**src/serializer_pkg.sv**
```systemverilog
`default_nettype none
package serializer_pkg;
  // Width of the parallel pin group and of the double-edge word.
  localparam int PIN_COUNT = 24;
  localparam int WORD_WIDTH = 48;
  // Serial lane layout: eight data lanes, six data bits and one balance slot each.
  localparam int LANE_COUNT = 8;
  localparam int LANE_DATA_BITS = 6;
  localparam int FRAME_SLOTS = 7;
  localparam logic [2:0] LAST_SLOT = 3'h6;
  // Depth of the word buffer between capture and serializer.
  localparam int FIFO_DEPTH = 16;
  // Saturation limits and start value of the running disparity.
  localparam logic signed [5:0] DISP_MAX = 6'sh07;
  localparam logic signed [5:0] DISP_MIN = -6'sh06;
  localparam logic signed [5:0] DISP_RESET = 6'sh00;
  // Clock lane bit pattern, slot 0 in the top bit.
  localparam logic [6:0] CLOCK_LANE_PATTERN = 7'h78;
  // Pattern generator seeds and feedback taps.
  localparam logic [14:0] PRBS15_SEED = 15'h7fff;
  localparam logic [22:0] PRBS23_SEED = 23'h7fffff;
  localparam int PRBS15_TAP = 13;
  localparam int PRBS23_TAP = 17;
  // Reference clock period and serial bit divider default.
  localparam int REF_CLK_NS = 100;
  localparam int BIT_DIVIDE = 1;
  // Link state: powered down or framing.
  typedef enum logic {LINK_OFF, LINK_RUN} link_state_t;
endpackage : serializer_pkg
`default_nettype wire

```
**src/word_stream_if.sv**
```systemverilog
`timescale 1ns/1ps
`default_nettype none
// One valid/ready word stream between internal modules.
interface word_stream_if #(parameter int WIDTH = 48);
  logic valid;               // Word offered.
  logic ready;               // Word accepted.
  logic [WIDTH-1:0] data;    // Word content.
  modport source(output valid, output data, input ready);
  modport sink(input valid, input data, output ready);
endinterface : word_stream_if
`default_nettype wire

```
**src/stream_fifo.sv**
```systemverilog
`timescale 1ns/1ps
`default_nettype none
module stream_fifo #(
  parameter int WIDTH = 48,
  parameter int DEPTH = 16
) (
  input wire logic clk,          // Reference clock.
  input wire logic rst,          // Synchronous reset, active high.
  word_stream_if.sink fill,      // Filling side.
  word_stream_if.source drain    // Draining side.
);
  localparam int AW = $clog2(DEPTH);

  logic [WIDTH-1:0] mem [DEPTH];  // Word storage.
  logic [AW-1:0] wr_ptr;          // Next write slot.
  logic [AW-1:0] rd_ptr;          // Next read slot.
  logic [AW:0] count;             // Words held.

  wire push = fill.valid && fill.ready;
  wire pop = drain.valid && drain.ready;

  // Full and empty come straight from the count.
  assign fill.ready = (count != (AW + 1)'(DEPTH));
  assign drain.valid = (count != '0);
  assign drain.data = mem[rd_ptr];

  // Storage write; no reset is needed on the array.
  always_ff @(posedge clk) begin
    if (push) begin
      mem[wr_ptr] <= fill.data;
    end
  end

  // Pointer and count update.
  always_ff @(posedge clk) begin
    if (rst) begin
      wr_ptr <= '0;
      rd_ptr <= '0;
      count <= '0;
    end else begin
      if (push) wr_ptr <= wr_ptr + 1'b1;
      if (pop) rd_ptr <= rd_ptr + 1'b1;
      count <= count + (AW + 1)'(push) - (AW + 1)'(pop);
    end
  end
endmodule : stream_fifo
`default_nettype wire

```
**src/balance_encoder.sv**
```systemverilog
`timescale 1ns/1ps
`default_nettype none
module balance_encoder
  import serializer_pkg::*;
#(
  parameter int BITS = LANE_DATA_BITS
) (
  input wire logic clk,                  // Reference clock.
  input wire logic rst,                  // Synchronous reset, active high.
  input wire logic enable,               // Balance mode on.
  input wire logic load,                 // New word taken this cycle.
  input wire logic [BITS-1:0] word,      // Word about to be sent.
  output logic invert,                   // Send this word inverted.
  output logic signed [5:0] running      // Running disparity.
);
  // Ones minus zeros of a word.
  function automatic logic signed [5:0] disparity(input logic [BITS-1:0] w);
    int ones;
    ones = 0;
    for (int i = 0; i < BITS; i++) ones += int'(w[i]);
    return 6'(2 * ones - BITS);
  endfunction : disparity

  wire logic signed [5:0] word_disp = disparity(word);
  assign invert = enable && ((running == 6'sh00) || (running > 6'sh00 && word_disp > 6'sh00) ||
                             (running < 6'sh00 && word_disp <= 6'sh00));
  wire logic signed [5:0] delta = invert ? (6'sh01 - word_disp) : (word_disp - 6'sh01);
  wire logic signed [5:0] sum = running + delta;
  wire logic signed [5:0] next_running = (sum > DISP_MAX) ? DISP_MAX : ((sum < DISP_MIN) ? DISP_MIN : sum);

  // Accumulate only while balancing; any start value in range is legal.
  // start value
  always_ff @(posedge clk) begin
    if (rst) begin
      running <= DISP_RESET;
    end else if (load && enable) begin
      running <= next_running;
    end
  end
endmodule : balance_encoder
`default_nettype wire

```
**src/lane_serializer.sv**
```systemverilog
`timescale 1ns/1ps
`default_nettype none
// Contract
// - Capture 24 inputs on both clock edges.
// - Rising edge gives low half, falling high.
// - Eight data lanes plus forwarded clock lane.
// - Balancing only while balance enable high.
// - Balance bit flags inverted lane word.
// - Word disparity is ones minus zeros.
// - Running disparity may start anywhere in range.
// - Update disparity by sent word minus one; the code adds one instead when the word is inverted.
// - Running disparity saturates at plus7, minus6.
// - Invert per running and word disparity signs.
// - Sense output high when termination present.
// - Test pattern replaces data while enabled.
// - Select long or short pseudo-random pattern.
// - Pattern select ignored when pattern off.
// - Power down stops framing, floats outputs; the code floats the data and clock lanes only, the sense pin still pulls low while no load is seen.
module lane_serializer
  import serializer_pkg::*;
#(
  parameter int BIT_DIV = BIT_DIVIDE,
  parameter int DEPTH = FIFO_DEPTH
) (
  input wire logic REF_CLK,                      // Reference clock, 10 MHz.
  input wire logic RST,                          // Synchronous reset, active high.
  input wire logic INPUT_CLOCK,                  // Parallel-side strobe clock pin.
  input wire logic [PIN_COUNT-1:0] PARALLEL_DATA, // Parallel data pins.
  input wire logic DC_BALANCE_ENABLE,            // Balance mode pin.
  input wire logic TEST_PATTERN_ENABLE,          // Test pattern pin.
  input wire logic PATTERN_LENGTH_SELECT,        // High picks the 23-bit pattern.
  input wire logic POWER_DOWN_N,                 // Power down, active low.
  input wire logic TERM_DETECT,                  // Far-end load comparator.
  output logic [LANE_COUNT-1:0] SERIAL_DATA_LANES, // Data lane bits.
  output logic SERIAL_DATA_LANES_OE,             // Data lanes driven.
  output logic LINK_CLOCK_LANE,                  // Forwarded clock lane bit.
  output logic LINK_CLOCK_LANE_OE,               // Clock lane driven.
  output logic FAR_TERMINATION_SENSE_O,          // Open-drain sense level.
  output logic FAR_TERMINATION_SENSE_OE,         // Sense pin pulled low.
  output logic INPUT_READY                       // Buffer can take a word.
);
  localparam int SYNC_W = PIN_COUNT + 6;

  // Two-stage synchroniser for every pin input.
  logic [SYNC_W-1:0] pin_meta;   // First stage, read only by the second.
  logic [SYNC_W-1:0] pin_sync;   // Second stage, safe to use.
  logic clk_prev;                // Strobe clock one cycle ago.

  always_ff @(posedge REF_CLK) begin
    if (RST) begin
      pin_meta <= '0;
      pin_sync <= '0;
      clk_prev <= 1'b0;
    end else begin
      pin_meta <= {TERM_DETECT, POWER_DOWN_N, PATTERN_LENGTH_SELECT, TEST_PATTERN_ENABLE,
                   DC_BALANCE_ENABLE, INPUT_CLOCK, PARALLEL_DATA};
      pin_sync <= pin_meta;
      clk_prev <= pin_sync[PIN_COUNT];
    end
  end

  // Named views of the synchronised pins.
  wire logic [PIN_COUNT-1:0] data_in = pin_sync[PIN_COUNT-1:0];
  wire logic strobe_clk = pin_sync[PIN_COUNT];
  wire logic balance_on = pin_sync[PIN_COUNT+1];
  wire logic pattern_on = pin_sync[PIN_COUNT+2];
  wire logic pattern_long = pin_sync[PIN_COUNT+3];
  wire logic powered = pin_sync[PIN_COUNT+4];
  wire logic term_seen = pin_sync[PIN_COUNT+5];
  wire logic rise_edge = strobe_clk && !clk_prev;
  wire logic fall_edge = !strobe_clk && clk_prev;

  // Capture side of the buffer.
  word_stream_if #(.WIDTH(WORD_WIDTH)) cap_if ();
  word_stream_if #(.WIDTH(WORD_WIDTH)) ser_if ();

  logic [PIN_COUNT-1:0] low_half;  // Bits taken on the rising edge.
  logic have_low;                  // A low half is waiting for its partner.
  logic push;                      // One-cycle word offer.
  logic [WORD_WIDTH-1:0] push_word; // Assembled 48-bit word.

  assign cap_if.valid = push;
  assign cap_if.data = push_word;

  // Double-edge capture; a word offered while the buffer is full is lost.
  // both edges
  always_ff @(posedge REF_CLK) begin
    if (RST || !powered) begin
      low_half <= '0;
      have_low <= 1'b0;
      push <= 1'b0;
      push_word <= '0;
    end else begin
      push <= 1'b0;
      if (rise_edge) begin
        low_half <= data_in;
        have_low <= 1'b1;
      end else if (fall_edge && have_low) begin
        push_word <= {data_in, low_half};
        push <= 1'b1;
        have_low <= 1'b0;
      end
    end
  end

  stream_fifo #(.WIDTH(WORD_WIDTH), .DEPTH(DEPTH)) word_buffer (
    .clk(REF_CLK),
    .rst(RST),
    .fill(cap_if.sink),
    .drain(ser_if.source)
  );

  // Serial bit-rate enable from the reference clock.
  logic [15:0] div_count;   // Divider count.
  logic bit_tick;           // One-cycle bit enable.
  link_state_t state;       // Powered or not.
  link_state_t next_state;  // State for the next cycle.
  logic [2:0] slot;         // Slot presented at the next tick.
  logic [WORD_WIDTH-1:0] frame_word; // Word being sent.
  logic [LANE_COUNT-1:0] inv;        // Per-lane inversion of frame_word.
  logic [14:0] prbs15;      // Short pattern register.
  logic [22:0] prbs23;      // Long pattern register.

  always_ff @(posedge REF_CLK) begin
    if (RST || state == LINK_OFF || div_count == 16'(BIT_DIV - 1)) begin
      div_count <= '0;
    end else begin
      div_count <= div_count + 16'h0001;
    end
  end
  assign bit_tick = (state == LINK_RUN) && (div_count == 16'(BIT_DIV - 1));

  assign next_state = powered ? LINK_RUN : LINK_OFF;
  wire logic frame_end = bit_tick && (slot == LAST_SLOT);
  // A new word is drawn only at a frame boundary; an empty buffer sends zeros.
  assign ser_if.ready = frame_end;
  wire logic [WORD_WIDTH-1:0] next_word = ser_if.valid ? ser_if.data : '0;
  wire logic [LANE_COUNT-1:0] next_inv;

  // One encoder per lane, each with its own running disparity.
  // balance gated
  for (genvar k = 0; k < LANE_COUNT; k++) begin : g_lane
    balance_encoder #(.BITS(LANE_DATA_BITS)) encoder (
      .clk(REF_CLK),
      .rst(RST),
      .enable(balance_on),
      .load(frame_end),
      .word(next_word[k*LANE_DATA_BITS +: LANE_DATA_BITS]),
      .invert(next_inv[k]),
      .running()
    );
  end

  // Pattern bit; the length select only matters while the pattern is on.
  // pattern length
  wire logic prbs_bit = pattern_long ? prbs23[22] : prbs15[14];
  wire logic data_slot = (slot != LAST_SLOT);
  // Lane bits for the slot presented at the next tick.
  logic [LANE_COUNT-1:0] lane_bits;
  always_comb begin
    for (int k = 0; k < LANE_COUNT; k++) begin
      if (pattern_on) begin
        lane_bits[k] = data_slot ? prbs_bit : 1'b0;
      end else if (data_slot) begin
        lane_bits[k] = frame_word[k * LANE_DATA_BITS + int'(slot)] ^ inv[k];
      end else begin
        lane_bits[k] = balance_on ? inv[k] : 1'b0;
      end
    end
  end

  // Frame state, word register and pattern generators.
  always_ff @(posedge REF_CLK) begin
    if (RST) begin
      state <= LINK_OFF;
      slot <= LAST_SLOT;
      frame_word <= '0;
      inv <= '0;
      prbs15 <= PRBS15_SEED;
      prbs23 <= PRBS23_SEED;
    end else begin
      state <= next_state;
      if (state == LINK_OFF) begin
        slot <= LAST_SLOT;
      end else if (bit_tick) begin
        slot <= frame_end ? 3'h0 : slot + 3'h1;
        if (frame_end) begin
          frame_word <= next_word;
          inv <= next_inv;
        end
        if (pattern_on && data_slot) begin
          prbs15 <= {prbs15[13:0], prbs15[14] ^ prbs15[PRBS15_TAP]};
          prbs23 <= {prbs23[21:0], prbs23[22] ^ prbs23[PRBS23_TAP]};
        end
      end
    end
  end

  // Registered pin outputs.
  // eight lanes plus clock
  always_ff @(posedge REF_CLK) begin
    if (RST || state == LINK_OFF) begin
      SERIAL_DATA_LANES <= '0;
      SERIAL_DATA_LANES_OE <= 1'b0;
      LINK_CLOCK_LANE <= 1'b0;
      LINK_CLOCK_LANE_OE <= 1'b0;
    end else if (bit_tick) begin
      SERIAL_DATA_LANES <= lane_bits;
      SERIAL_DATA_LANES_OE <= 1'b1;
      LINK_CLOCK_LANE <= CLOCK_LANE_PATTERN[LAST_SLOT - slot];
      LINK_CLOCK_LANE_OE <= 1'b1;
    end
  end

  // Open-drain sense: released high when the far load is seen.
  // termination sense
  always_ff @(posedge REF_CLK) begin
    if (RST) begin
      FAR_TERMINATION_SENSE_O <= 1'b0;
      FAR_TERMINATION_SENSE_OE <= 1'b1;
      INPUT_READY <= 1'b0;
    end else begin
      FAR_TERMINATION_SENSE_O <= 1'b0;
      FAR_TERMINATION_SENSE_OE <= !term_seen;
      INPUT_READY <= cap_if.ready;
    end
  end
endmodule : lane_serializer
`default_nettype wire

```
**config.mk**
```make
export PLATFORM = sky130hd
export DESIGN_NAME = lane_serializer
export DESIGN_NICKNAME = d
export VERILOG_FILES = /design/src/serializer_pkg.sv /design/src/word_stream_if.sv /design/src/stream_fifo.sv /design/src/balance_encoder.sv /design/src/lane_serializer.sv
export SDC_FILE = /design/constraint.sdc
export NUM_CORES = 1
export LEC_CHECK = 0
export CAP_MARGIN = 20
export CORE_UTILIZATION = 43
export DETAILED_ROUTE_END_ITERATION = 12
export DONT_BUFFER_PORTS = 1
export GPL_TIMING_DRIVEN = 1
export PLACE_DENSITY_LB_ADDON = 0.2
export SYNTH_ARGS = -nofsm -noshare
export SYNTH_HDL_FRONTEND = slang
export SYNTH_SLANG_ARGS = --single-unit
```
**constraint.sdc**
```tcl
create_clock -name REF_CLK -period 9.1 [get_ports REF_CLK]
set_input_delay 0.455 -clock REF_CLK [delete_from_list [all_inputs] [get_ports REF_CLK]]
set_output_delay 0.455 -clock REF_CLK [all_outputs]
set_load 0.005 [all_outputs]
```
Yosys cells after proc, flatten, opt, wreduce, memory -nomap -nowiden
Memory sizes are Yosys's and may differ from the RTL's. A register that Yosys moved wholly into a read port is not among the register bits.
Index checks and enable logic that the tools add are counted.
{"block": "totals", "regBits": 321, "in_bits": 32, "memories": 2, "mem_bits_rw": 768, "mem_bits_ro": 8}
{"memory": "word_buffer.mem", "words": 16, "width": 48, "read_ports": 1, "rd_clocked_by_memory_dff": 1, "write_ports": 1, "line": "stream_fifo.sv:14", "source": "logic [WIDTH-1:0] mem [DEPTH];"}
{"memory": "(no name shown)", "words": 8, "width": 1, "read_ports": 1, "rd_clocked_by_memory_dff": 1, "write_ports": 0, "line": "lane_serializer.sv:210", "source": "LINK_CLOCK_LANE <= CLOCK_LANE_PATTERN[LAST_SLOT - slot];"}
{"block": "classes", "magnitude_cmp": 56, "bitwise_logic": 12, "mux": 83, "eq_ne": 3, "n_reduce_logical": 72, "addsub": 86}
{"operator": "5-bit by 2-bit adder with 5-bit output", "n": 32}
{"operator": "6-bit 2-to-1 mux", "n": 24}
{"operator": "6-bit by 1-bit greater-than comparator with 1-bit output, second input constant", "n": 16}
{"operator": "6-bit adder", "n": 8}
{"operator": "6-bit by 4-bit greater-than comparator with 1-bit output, second input constant", "n": 8}
{"operator": "6-bit by 1-bit less-or-equal comparator with 1-bit output, second input constant", "n": 8}
{"operator": "6-bit logical NOT", "n": 8}
{"operator": "6-bit by 1-bit less-than comparator with 1-bit output, second input constant", "n": 8}
{"operator": "6-bit by 4-bit less-than comparator with 1-bit output, second input constant", "n": 8}
{"operator": "48-bit 2-to-1 mux", "n": 1}
{"operator": "2-bit by 6-bit subtractor with 6-bit output, first input constant", "n": 8}
{"operator": "6-bit by 2-bit subtractor with 6-bit output, second input constant", "n": 8}
{"operator": "6-bit by 4-bit subtractor with 6-bit output, second input constant", "n": 8}
{"operator": "1-bit 2-to-1 mux", "n": 47}
{"operator": "1-bit binary-select mux with 6-bit select", "n": 7}
{"operator": "1-bit logical AND", "n": 33}
{"operator": "6-bit by 7-bit less-than comparator with 1-bit output, second input constant", "n": 3}
{"operator": "1-bit logical OR", "n": 19}
{"operator": "5-bit by 3-bit adder with 6-bit output, first input constant", "n": 3}
{"operator": "1-bit by 1-bit adder with 2-bit output", "n": 8}
{"operator": "16-bit by 1-bit adder with 16-bit output, second input constant", "n": 1}
{"operator": "16-bit logical NOT", "n": 1}
{"operator": "6-bit by 3-bit adder with 7-bit output, first input constant", "n": 2}
{"operator": "7-bit less-than comparator, second input constant", "n": 2}
{"operator": "other kinds (24)", "n": 41}

Depth between registers and ports, before layout
Gate-level depths: netlist of run 1.
{"block": "depth", "ltp_word": 18, "depth_mapped": 28}

By module
A second synthesis of run 1 with hierarchy kept.
{"block": "unflattened", "cells_unflattened": 3088, "area_unflattened_um2": 45406.0}
{"mod": "stream_fifo", "instances": 1, "cells_each": 1281, "area_per_inst_um2": 29553.3}
{"mod": "lane_serializer", "instances": 1, "cells_each": 1167, "area_per_inst_um2": 10167.3}
{"mod": "balance_encoder", "instances": 8, "cells_each": 80, "area_per_inst_um2": 710.7}

Worst setup path after synthesis of run 1
No wires, ideal clock.
{"block": "synth_timing", "path_kind": "reg2reg", "startpoint": "register word_buffer.count[3]", "endpoint": "register g_lane[3].encoder.running[3]", "stages_incl_launch_ff": 28, "path_buffers": 2, "required_ns": 8.978, "period_less_slack_ns": 5.752, "arrival_ns": 5.630, "setup_time_ns": 0.122, "setup_slack_ns": 3.348, "path_cell_list": "dfxtp_1 -> inv_1 -> ha_1 -> nor4b_2 -> or2_2 -> buf_2 -> buf_2 -> o22ai_1 -> ha_1 -> inv_1 -> fa_1 -> fa_1 -> inv_1 -> fa_1 -> nor2_1 -> o21ai_0 -> nand3_1 -> xor2_1 -> ha_1 -> a211oi_1 -> o21bai_1 -> a21oi_1 -> xor2_1 -> nand3_1 -> ha_1 -> nor2b_1 -> nor3_1 -> a221o_1"}
{"block": "synth_via", "elab_chain_cells": 18, "word_cells_on_any_way": 23, "cone_classes": "add/sub (9); order compare (4); mux (4); reduce/logical (6)"}
{"item": "from (decl)", "line": "stream_fifo.sv:17", "source": "logic [AW:0] count;"}
{"item": "from (signal assigned)", "line": "stream_fifo.sv:43", "source": "count <= count + (AW + 1)'(push) - (AW + 1)'(pop);"}
{"item": "5-bit nonzero test (*)", "line": "stream_fifo.sv:24", "source": "assign drain.valid = (count != '0);"}
{"item": "48-bit 2-to-1 mux (*)", "line": "lane_serializer.sv:137", "source": "wire logic [WORD_WIDTH-1:0] next_word = ser_if.valid ? ser_if.data : '0;"}
{"item": "named net g_lane[3].encoder.word[1]", "line": "balance_encoder.sv:12", "source": "input wire logic [BITS-1:0] word,"}
{"item": "1-bit by 1-bit adder with 2-bit output (*)", "line": "balance_encoder.sv:20", "source": "for (int i = 0; i < BITS; i++) ones += int'(w[i]);"}
{"item": "5-bit by 2-bit adder with 5-bit output (*) (4 in series)", "line": "balance_encoder.sv:20"}
{"item": "6-bit by 4-bit subtractor with 6-bit output (*)", "line": "balance_encoder.sv:21", "source": "return 6'(2 * ones - BITS);"}
{"item": "6-bit by 1-bit greater-than comparator with 1-bit output", "line": "balance_encoder.sv:25", "source": "assign invert = enable && ((running == 6'sh00) || (running > 6'sh00 && word_disp > 6'sh00) ||"}
{"item": "1-bit logical AND", "line": "balance_encoder.sv:25"}
{"item": "1-bit logical OR (2 in series)", "line": "balance_encoder.sv:25"}
{"item": "1-bit logical AND", "line": "balance_encoder.sv:25"}
{"item": "6-bit 2-to-1 mux (*)", "line": "balance_encoder.sv:27", "source": "wire logic signed [5:0] delta = invert ? (6'sh01 - word_disp) : (word_disp - 6'sh01);"}
{"item": "6-bit adder (*)", "line": "balance_encoder.sv:28", "source": "wire logic signed [5:0] sum = running + delta;"}
{"item": "6-bit by 4-bit less-than comparator with 1-bit output", "line": "balance_encoder.sv:29", "source": "wire logic signed [5:0] next_running = (sum > DISP_MAX) ? DISP_MAX : ((sum < DISP_MIN) ? DISP_MIN : sum);"}
{"item": "6-bit 2-to-1 mux", "line": "balance_encoder.sv:29"}
{"item": "6-bit 2-to-1 mux (*)", "line": "balance_encoder.sv:29"}
{"item": "to (signal assigned)", "line": "balance_encoder.sv:37", "source": "running <= next_running;"}
{"item": "to (decl)", "line": "balance_encoder.sv:14", "source": "output logic signed [5:0] running"}
The timed path passes the listed nets; every way through them passes the cells marked *.
A chain may end at the register's enable or synchronous reset.

Worst setup path in the final report of run 1
{"block": "layout_timing", "startpoint": "register word_buffer.count[3]", "endpoint": "register g_lane[4].encoder.running[1]"}
{"block": "layout_via", "elab_chain_cells": 18, "word_cells_on_any_way": 23, "cone_classes": "add/sub (9); order compare (4); mux (4); reduce/logical (6)"}
{"item": "5-bit nonzero test (*)", "line": "stream_fifo.sv:24"}
{"item": "48-bit 2-to-1 mux (*)", "line": "lane_serializer.sv:137"}
{"item": "named net g_lane[4].encoder.word[0]", "line": "balance_encoder.sv:12"}
{"item": "1-bit by 1-bit adder with 2-bit output (*)", "line": "balance_encoder.sv:20"}
{"item": "5-bit by 2-bit adder with 5-bit output (*) (4 in series)", "line": "balance_encoder.sv:20"}
{"item": "6-bit by 4-bit subtractor with 6-bit output (*)", "line": "balance_encoder.sv:21"}
{"item": "6-bit by 1-bit greater-than comparator with 1-bit output", "line": "balance_encoder.sv:25"}
{"item": "1-bit logical AND", "line": "balance_encoder.sv:25"}
{"item": "1-bit logical OR (2 in series)", "line": "balance_encoder.sv:25"}
{"item": "1-bit logical AND", "line": "balance_encoder.sv:25"}
{"item": "6-bit 2-to-1 mux (*)", "line": "balance_encoder.sv:27"}
{"item": "6-bit adder (*)", "line": "balance_encoder.sv:28"}
{"item": "6-bit by 4-bit less-than comparator with 1-bit output", "line": "balance_encoder.sv:29"}
{"item": "6-bit 2-to-1 mux", "line": "balance_encoder.sv:29"}
{"item": "6-bit 2-to-1 mux (*)", "line": "balance_encoder.sv:29"}
{"item": "to (signal assigned)", "line": "balance_encoder.sv:37"}
{"item": "to (decl)", "line": "balance_encoder.sv:14"}
Marks and branches as above.

==> flow_metrics.tcl, run 1 <==
set metrics [dict create \
    power.switching_uw 2228 \
    critPathRequiredTime_ns 9.65 \
    start_kind "register" \
    path_max_fanout 30 \
    clock_latency_ns 0.71 \
    hold_path.class "in2reg" \
    finalSetupViolCount 0 \
    gp_congestion 0.7819 \
    io_pins 46 \
    synth_edf_count 768 \
    wl_per_cell_um 23.51 \
    max-slew-margin-rel_pct 20.96 \
    grt.total_usage_pct 19.72 \
    slowest_delay_ns 0.92 \
    setup_tns_ns 0 \
    synthToLayoutAreaGrowth_pct 12.60 \
    cts-root-buf "clkbuf_16" \
    io_buffer_count 0 \
    worst_pin_slew_ns 1.186 \
    power.share.switching_pct 21.43 \
    start_util_pct 43.36 \
    post-place-ws_ns 1.515 \
    ys_seq_elements 1094 \
    hpwl_mm 57.53 \
    routed_wl_mm 104.3 \
    clockPowerShare_pct 45.1 \
    grt_start_max_net_pins 169 \
    critPathTopFamily "adder cells" \
    power_frac_seq_pct 51.1 \
    gr-total-overflow 0 \
    drive_above_1_share_pct 17.47 \
    post-route-period-util_pct 82.79 \
    antennaDiodeCount 0 \
    htreeDepth 3 \
    core_area_um2 103500 \
    vias 24690 \
    grt_pass1_vias 24840 \
    endpoint_kind "register" \
    max_freq_mhz 132.7 \
    min_period_ns 7.534 \
    tritoncts "built" \
    die_height_um 325.1 \
    ir_drop_mv 0.1609 \
    cp_slowest_cell "or2_2" \
    netlist_area_um2 44880 \
    finalWorstSetupSlack_ns 1.566 \
    path_buf_inv 4 \
    power-per-cell-area_nw_per_um2 205.7 \
    ys_warn_count 0 \
    synth_area_leaders "edfxtp_1, dfxtp_1, mux4_2, mux2i_1, nor2_1" \
    status "completed" \
    drtIter0Drc 2052 \
    grt_setup_unrepaired "no" \
    grt_pass1_wl_mm 156.4 \
    die_x_um 325.1 \
    avgViaCountPerCell 5.566 \
    finClkSkew_ns 0.06650 \
    die_area_um2 105700 \
    synth_cells 2918 \
    cts.sinks 1094 \
    slew_violations 0 \
    crit_top_cell "ha_1" \
    clk_pin_slew_ns 0.06 \
    nNetsFinal 3088 \
    syn_nets 3049 \
    ys_async_sr_fraction_pct 0 \
    yosys.area.top_type "edfxtp_1" \
    final_common_cell "edfxtp_1" \
    combPwrFrac_pct 3.8 \
    final_cell_mix "edfxtp_1, dfxtp_1, nand2_1, nor2_1, mux4_2" \
    ant_nets 0 \
    yosys.area.top_type_share_pct 51.39 \
    fp-row-count 118 \
    cap_violations 0 \
    cp.arrival_ns 8.08 \
    avgSynthCellArea_um2 15.38 \
    synth_top_flop_cell "edfxtp_1" \
    intPower_uw 8168 \
    power.leakage_uw 0.01571 \
    firstDrtPassIters 5 \
    synth.distinct_cells 79 \
    final_hold_viol_count 0 \
    antenna_found_initial 1 \
    drc 0 \
    ys_seq_area_share_pct 65.93 \
    numCtsBuffers 113 \
    ctsLongestPathBuffers 3 \
    critPathKind "reg2reg" \
]
==> routing by layer <==
layer	vias up	wire (um)	global-route usage, %
met5	-	0	0
met4	0	2620	5.281
met3	165	5977	3.275
met2	672	50460	32.47
met1	12760	45230	27.12
li1	11100	-	-
==> kinds of logic (layout without fill, tap and decap cells) <==
group	count (synthesis)	after routing	share of synthesized area, %
flops	1094	1094	65.93
buf+inv	238	376	2.490
mux	356	356	13.88
simple gates	702	702	7.170
compound gates	346	346	5.595
fa+ha+maj	99	99	3.312
xor+xnor	82	82	1.617
other cells	1	1	0.008356
==> timing repair <==
| action | CTS | global route |
|---|---|---|
| hold buffers | 33 | 0 |
| buffers inserted | 0 | 0 |
| gates resized for setup | 0 | 0 |
| hold endpoints to repair | 172 | 0 |
==> final cells by class <==
class,instances,area [um2]
Timing Repair Buffer,80,750.7
Sequential cell,1094,29600
Tap cell,1380,1727
Clock inverter,55,676.9
Clock buffer,159,3153
Inverter,82,307.8
Fill cell,8615,52960
Multi-Input combinational cell,1586,14320
==> registers in the layout, summed over array words and instances (netlist names), 4 cells and up, named ones only <==
register / count
frame_word: 48
prbs15: 15
prbs23: 23
cap_if.data: 48
g_lane.encoder.running: 48
SERIAL_DATA_LANES: 8
word_buffer.rd_ptr: 4
pin_meta: 30
pin_sync: 30
div_count: 16
word_buffer.count: 5
inv: 8
low_half: 24
word_buffer.wr_ptr: 4
word_buffer.mem: 768
==> worst paths after layout <==
kind | slack (ns) | from | cells past startpoint | to
max | 1.57 | word_buffer.count[3]$_SDFF_PP0_ | 25 | g_lane[4].encoder.running[1]$_SDFFE_PP0P_
min | 0.06 | RST | 2 | g_lane[3].encoder.running[5]$_SDFFE_PP0P_
max reg2reg | 1.57 | word_buffer.count[3]$_SDFF_PP0_ | 25 | g_lane[4].encoder.running[1]$_SDFFE_PP0P_
min reg2reg | 0.38 | pin_sync[29]$_SDFF_PP0_ | 1 | FAR_TERMINATION_SENSE_OE$_SDFF_PP1_
==> per-stage QoR <==
step	std cells	total power [uW]	hold slack [ns]	util [%]	area [um2]
final	4436	10400	0.06416	48.83	50540
after global routing	4436	10720	0.02924	48.83	50540
after CTS	4435	10490	0.01002	48.81	50520
after detailed placement	4188	5797	0.3682	44.77	46340
after global placement	4188	5789	0.3596	44.77	46340
after floorplan	2918	5690	0.3517	-	44880
==> cell usage after synthesis, types with 5 or more instances <==
| master | n |
|---|---|
| nor3b_1 | 7 |
| a211oi_2 | 44 |
| nor2b_1 | 71 |
| nor3_1 | 42 |
| buf_6 | 9 |
| o31a_1 | 5 |
| o22a_1 | 32 |
| edfxtp_1 | 768 |
| o221ai_1 | 6 |
| xnor2_1 | 32 |
| ha_1 | 66 |
| nand4_1 | 9 |
| buf_1 | 19 |
| mux4_2 | 213 |
| dfxtp_1 | 326 |
| or4_1 | 7 |
| buf_4 | 30 |
| a21oi_1 | 118 |
| nand2_1 | 240 |
| and3_1 | 5 |
| o21ai_0 | 49 |
| inv_1 | 79 |
| fa_1 | 33 |
| or3_1 | 6 |
| o22ai_1 | 18 |
| buf_2 | 35 |
| nand2b_1 | 10 |
| clkbuf_1 | 63 |
| a31oi_1 | 6 |
| xor2_1 | 49 |
| nor2_1 | 250 |
| a211oi_1 | 23 |
| mux2i_1 | 142 |
| nand3_1 | 26 |
==> power groups by stage <==
stage	Clock, uW	Sequential (uW)	Combinational, uW
after global placement	0	5420	368
after CTS	4770	5320	404
final	4680	5320	397
after detailed placement	0	5420	375
after floorplan	0	5410	284
after global routing	4970	5320	431
Power figures use the tool's default switching activity.
==> run 2, diff against run 1 <==
Clock period 9.1 ns to 7.9 ns, I/O delays scaled along.
==> run 2 against run 1 <==
Final cell count grew 0.32%. Clock power up 15%. Combinational power rose by 37%. Power increased by 16%. Largest power group unchanged. Flip-flop and latch count unchanged. Hold slack worse by 0.017 ns. Non-clock buffer count grew 18. Routed wire length up 1.7%. Critical path depth up 1. Clock skew up 0.020 ns.
==> flow_metrics.tcl, run 2 (synthesis gave the netlist of run 1 again) <==
set metrics [dict create \
    critPathRequiredTime_ns 8.45 \
    dp_cells 4206 \
    final_area_um2 50670 \
    status "completed" \
    die_area_um2 105700 \
    clock_latency_ns 0.72 \
    ctsLongestPathBuffers 3 \
    tritoncts "built" \
    die_height_um 325.1 \
    n_fill_cell 8596 \
    io_buffer_count 0 \
    power-per-cell-area_nw_per_um2 237.8 \
    clk_pin_slew_ns 0.06 \
    final_hold_viol_count 0 \
    finalSetupViolCount 0 \
    htreeDepth 3 \
    gr-total-overflow 0 \
    routed.top_layer "met4" \
    routed_wl_mm 106.0 \
    drt-met1-wl_mm 46.93 \
    finClkSkew_ns 0.08649 \
    grt_setup_unrepaired "no" \
    vias 24910 \
    drive_above_1_share_pct 18.08 \
    path_max_fanout 14 \
    grt.total_usage_pct 20.04 \
    hold_buffers 33 \
    firstDrtPassIters 5 \
    cts.sinks 1094 \
    cts-root-buf "clkbuf_16" \
    drtIter0Drc 2077 \
    largest_reg_flops 768 \
    hold_path.class "in2reg" \
    cts_resized 0 \
    ant_nets 0 \
    min_period_ns 6.894 \
    final_cells 4450 \
    setup_tns_ns 0 \
    final_cell_mix "edfxtp_1, dfxtp_1, nand2_1" \
    largest-register "word_buffer.mem" \
    avgViaCountPerCell 5.597 \
    wl_met2_mm 51.05 \
    power.leakage_uw 0.01604 \
    gp_congestion 0.7902 \
    power.share.switching_pct 21.45 \
    wl_per_cell_um 23.83 \
    grt_start_max_net_pins 171 \
    start_kind "register" \
    placed_area_um2 46470 \
    final_common_cell "edfxtp_1" \
    endpoint_kind "register" \
    cp.arrival_ns 7.45 \
    post-route-period-util_pct 87.27 \
    max_freq_mhz 145.0 \
    cap_violations 0 \
    intPower_uw 9466 \
    grt_pass1_vias 25390 \
    die_x_um 325.1 \
    clockPowerShare_pct 44.7 \
    wl_met3_mm 5.295 \
    power.switching_uw 2584 \
    combPwrFrac_pct 4.5 \
    nNetsFinal 3104 \
    slew_violations 0 \
    core_area_um2 103500 \
    drc 0 \
    io_pins 46 \
    grt_pass1_wl_mm 159.4 \
    start_util_pct 43.36 \
    antenna_found_initial 2 \
    critPathKind "reg2reg" \
    max-slew-margin-rel_pct 27.10 \
    power_frac_seq_pct 50.8 \
    fp-row-count 118 \
    numCtsBuffers 111 \
    hpwl_mm 61.54 \
    synthToLayoutAreaGrowth_pct 12.90 \
    post-cts-setup-buffer-count 0 \
    ir_drop_mv 0.1835 \
    worst_pin_slew_ns 1.094 \
]
-- run 2: changes by cell type in the layout (fill, tap and decap cells not counted), sizes merged --
| cell | before | now |
|---|---|---|
| buf | 48 | 66 |
| clkbuf | 159 | 148 |
| clkinv | 39 | 44 |
| clkinvlp | 4 | 6 |
| diode | 0 | 1 |
| inv | 83 | 82 |
-- run 2: path summary, 6_finish.rpt --
path	from	end	slack (ns)	cells after the start
min reg2reg	pin_sync[29]$_SDFF_PP0_	FAR_TERMINATION_SENSE_OE$_SDFF_PP1_	0.38	1
max reg2reg	word_buffer.count[2]$_SDFF_PP0_	g_lane[4].encoder.running[1]$_SDFFE_PP0P_	1.01	26
min	RST	g_lane[7].encoder.running[5]$_SDFFE_PP0P_	0.05	2
max	word_buffer.count[2]$_SDFF_PP0_	g_lane[4].encoder.running[1]$_SDFFE_PP0P_	1.01	26
-- run 2: final cells by class --
cell class                 count  area, um2  share of cell area (%)
sequential                  1094      29600                   58.42
multi-input combinational   1586      14320                   28.26
clock buffer                 148       3131                   6.178
tap                         1380       1727                   3.408
timing repair buffer          98      893.4                   1.763
clock inverter                61      691.9                   1.366
inverter                      82      307.8                  0.6074
antenna                        1      2.502                0.004939
-- run 2: power by group through the flow --
stage	logic, uW	clock network [uW]	registers, uW
6_report	545	5380	6120
3_5_place_dp	515	0	6240
2_1_floorplan	373	0	6230
5_1_grt	589	5690	6120
3_3_place_gp	506	0	6240
4_1_cts	551	5480	6120
-- run 2: routing by layer --
layer	GRT usage, %	vias up
li1	-	11130
met1	27.67	12930
met2	33.07	661
met3	2.823	187
met4	5.773	0
met5	0	-
-- run 2: per-stage QoR --
stage | total power [uW] | utilization [%] | hold slack [ns] | setup WS, ns
after global routing | 12410 | 48.96 | 0.01062 | 0.5472
after global placement | 6749 | 44.90 | 0.3595 | 1.212
final | 12050 | 48.96 | 0.04689 | 1.006
after CTS | 12150 | 48.93 | 0.005428 | 0.9587
after detailed placement | 6760 | 44.90 | 0.3697 | 1.035
after floorplan | 6600 | - | 0.3517 | 2.148
-- run 2: worst max-delay path, cell delays in order (launching register included) --
cell and delay, ns:
dfxtp_1 0.33, inv_1 0.07, ha_1 0.21, nor4b_2 0.15
buf_4 0.16, nand2b_2 0.47, buf_4 0.37, o22ai_1 0.58
ha_1 0.35, inv_1 0.07, fa_1 0.43, fa_1 0.37
inv_1 0.08, fa_1 0.31, nor2_1 0.06, o21ai_0 0.07
nand3_1 0.19, xor2_1 0.30, ha_1 0.28, a211oi_1 0.43
o21bai_1 0.13, a21oi_1 0.26, xnor2_2 0.17, nand4_1 0.12
ha_1 0.34, nand2b_1 0.16, o31a_1 0.23
==> run 3, diff against run 2 <==
Settings changed: CTS_BUF_LIST set to sky130_fd_sc_hd__clkbuf_2.
==> run 3 against run 2 <==
Clock power down 27%. Non-clock buffer count up 54. Worst setup slack worse by 0.090 ns. Sequential share of layout area up 0.75 points. First-iteration DRC count down 9.5%. Largest power group unchanged. Critical path type unchanged.
==> flow_metrics.tcl, run 3 (synthesis gave the netlist of run 1 again) <==
set metrics [dict create \
    synthToLayoutAreaGrowth_pct 11.47 \
    power.leakage_uw 0.01649 \
    p_total_uw 10600 \
    combPwrFrac_pct 5.3 \
    drc 0 \
    drt-met1-wl_mm 46.66 \
    post-route-period-util_pct 88.41 \
    finalSetupViolCount 0 \
    tritoncts "built" \
    grt.total_usage_pct 20.39 \
    start_util_pct 43.36 \
    fin_util_pct 48.34 \
    grt_start_max_net_pins 185 \
    power-per-cell-area_nw_per_um2 211.9 \
    avgViaCountPerCell 5.441 \
    largest-register "word_buffer.mem" \
    slew_violations 0 \
    cp.arrival_ns 8.18 \
    path_max_fanout 36 \
    fp-row-count 118 \
    vias 26160 \
    hold-worst-slack_ns 0.09042 \
    grt_pass1_wl_mm 162.5 \
    max_freq_mhz 143.2 \
    n_fill_cell 8911 \
    io_pins 46 \
    final_hold_viol_count 0 \
    drive_above_1_share_pct 24.75 \
    numCtsBuffers 300 \
    routed_wl_mm 107.3 \
    worst_pin_slew_ns 1.172 \
    clock_latency_ns 1.54 \
    start_kind "register" \
    hpwl_mm 61.54 \
    max-slew-margin-rel_pct 21.87 \
    gp_congestion 0.7902 \
    hold_path.class "in2reg" \
    die_height_um 325.1 \
    grt_pass1_vias 27330 \
    power.share.switching_pct 24.65 \
    clk_pin_slew_ns 0.10 \
    critPathRequiredTime_ns 9.09 \
    power.switching_uw 2613 \
    clockPowerShare_pct 37.0 \
    power_frac_seq_pct 57.6 \
    wl_per_cell_um 22.33 \
    final_common_cell "edfxtp_1" \
    wl_met3_mm 5.556 \
    intPower_uw 7989 \
    grt_setup_unrepaired "no" \
    antenna_found_initial 3 \
    endpoint_kind "register" \
    largest_reg_flops 768 \
    ctsLongestPathBuffers 4 \
    firstDrtPassIters 6 \
    wl_met2_mm 52.07 \
    ant_nets 0 \
    routed.top_layer "met4" \
    htreeDepth 5 \
    ir_drop_mv 0.1199 \
    cts.sinks 1094 \
    drtIter0Drc 1879 \
    gr-total-overflow 0 \
    cap_violations 0 \
    die_area_um2 105700 \
    finClkSkew_ns 0.1947 \
    die_x_um 325.1 \
    min_period_ns 6.984 \
    io_buffer_count 0 \
    core_area_um2 103500 \
    cts-root-buf "clkbuf_2" \
    status "completed" \
    critPathKind "reg2reg" \
    final_cell_mix "edfxtp_1, clkbuf_2, dfxtp_1" \
    setup_tns_ns 0 \
    nNetsFinal 3347 \
]
==> run 3: final cells by class <==
cell class / count / area (um2) / share of cell area, %
Antenna cell: 9 / 22.52 / 0.04502
Clock buffer: 440 / 2202 / 4.402
Clock inverter: 64 / 415.4 / 0.8304
Inverter: 82 / 307.8 / 0.6153
Multi-Input combinational cell: 1586 / 14320 / 28.62
Sequential cell: 1094 / 29600 / 59.17
Tap cell: 1380 / 1727 / 3.451
Timing Repair Buffer: 152 / 1434 / 2.866
==> run 3: power by group through the flow <==
| stage | Clock [uW] | Combinational [uW] | Sequential, uW |
|---|---|---|---|
| 2_1_floorplan | 0 | 373 | 6230 |
| 3_3_place_gp | 0 | 506 | 6240 |
| 3_5_place_dp | 0 | 515 | 6240 |
| 4_1_cts | 4050 | 572 | 6110 |
| 5_1_grt | 4330 | 613 | 6120 |
| 6_report | 3930 | 565 | 6110 |
==> run 3: what timing repair did <==
item / CTS / global route
hold buffers: 87 / 0
gates resized for setup: 0 / 0
buffers inserted: 0 / 0
setup endpoints to repair: 0 / 0
endpoints found under the hold margin: 321 / 0
==> run 3: layer usage <==
metal | vias to the layer above | track usage (%)
li1 | 11790 | -
met1 | 13390 | 26.95
met3 | 216 | 3.720
met4 | 0 | 8.409
met5 | - | 0
met2 | 759 | 33.23
==> run 3: through the flow <==
stage / setup WS (ns) / cells / cell area (um2)
after detailed placement: 1.035 / 4206 / 46470
after CTS: 0.8300 / 4797 / 49980
final: 0.9157 / 4807 / 50030
after global routing: 0.3612 / 4802 / 50010
after global placement: 1.212 / 4206 / 46470
after floorplan: 2.148 / 2918 / 44880
==> run 3: final timing paths <==
check,startpoint,end,slack (ns),depth (start not counted)
worst max-delay path,register,g_lane[5].encoder.running[1]$_SDFFE_PP0P_,0.92,23
worst min-delay path,RST,pin_sync[26]$_SDFF_PP0_,0.09,3
worst max register to register,register,g_lane[5].encoder.running[1]$_SDFFE_PP0P_,0.92,23
worst min register to register,prbs23[10]$_SDFFE_PP1P_,prbs23[11]$_SDFFE_PP1P_,0.36,2
==> run 3: critical path, stage by stage (launching register included) <==
cell      delay (ns)
dfxtp_4         0.85
buf_4           0.62
mux4_2          0.57
mux2i_1         0.15
o22ai_1         0.19
ha_1            0.32
inv_1           0.05
fa_1            0.50
fa_1            0.18
inv_1           0.05
fa_1            0.47
nor2_1          0.11
o21ai_0         0.08
nand3_1         0.16
xor2_1          0.23
inv_1           0.09
fa_1            0.39
nand2b_1        0.16
a21oi_1         0.17
xor2_1          0.35
nand4_1         0.15
ha_1            0.36
nor3b_1         0.25
a211oi_1        0.12
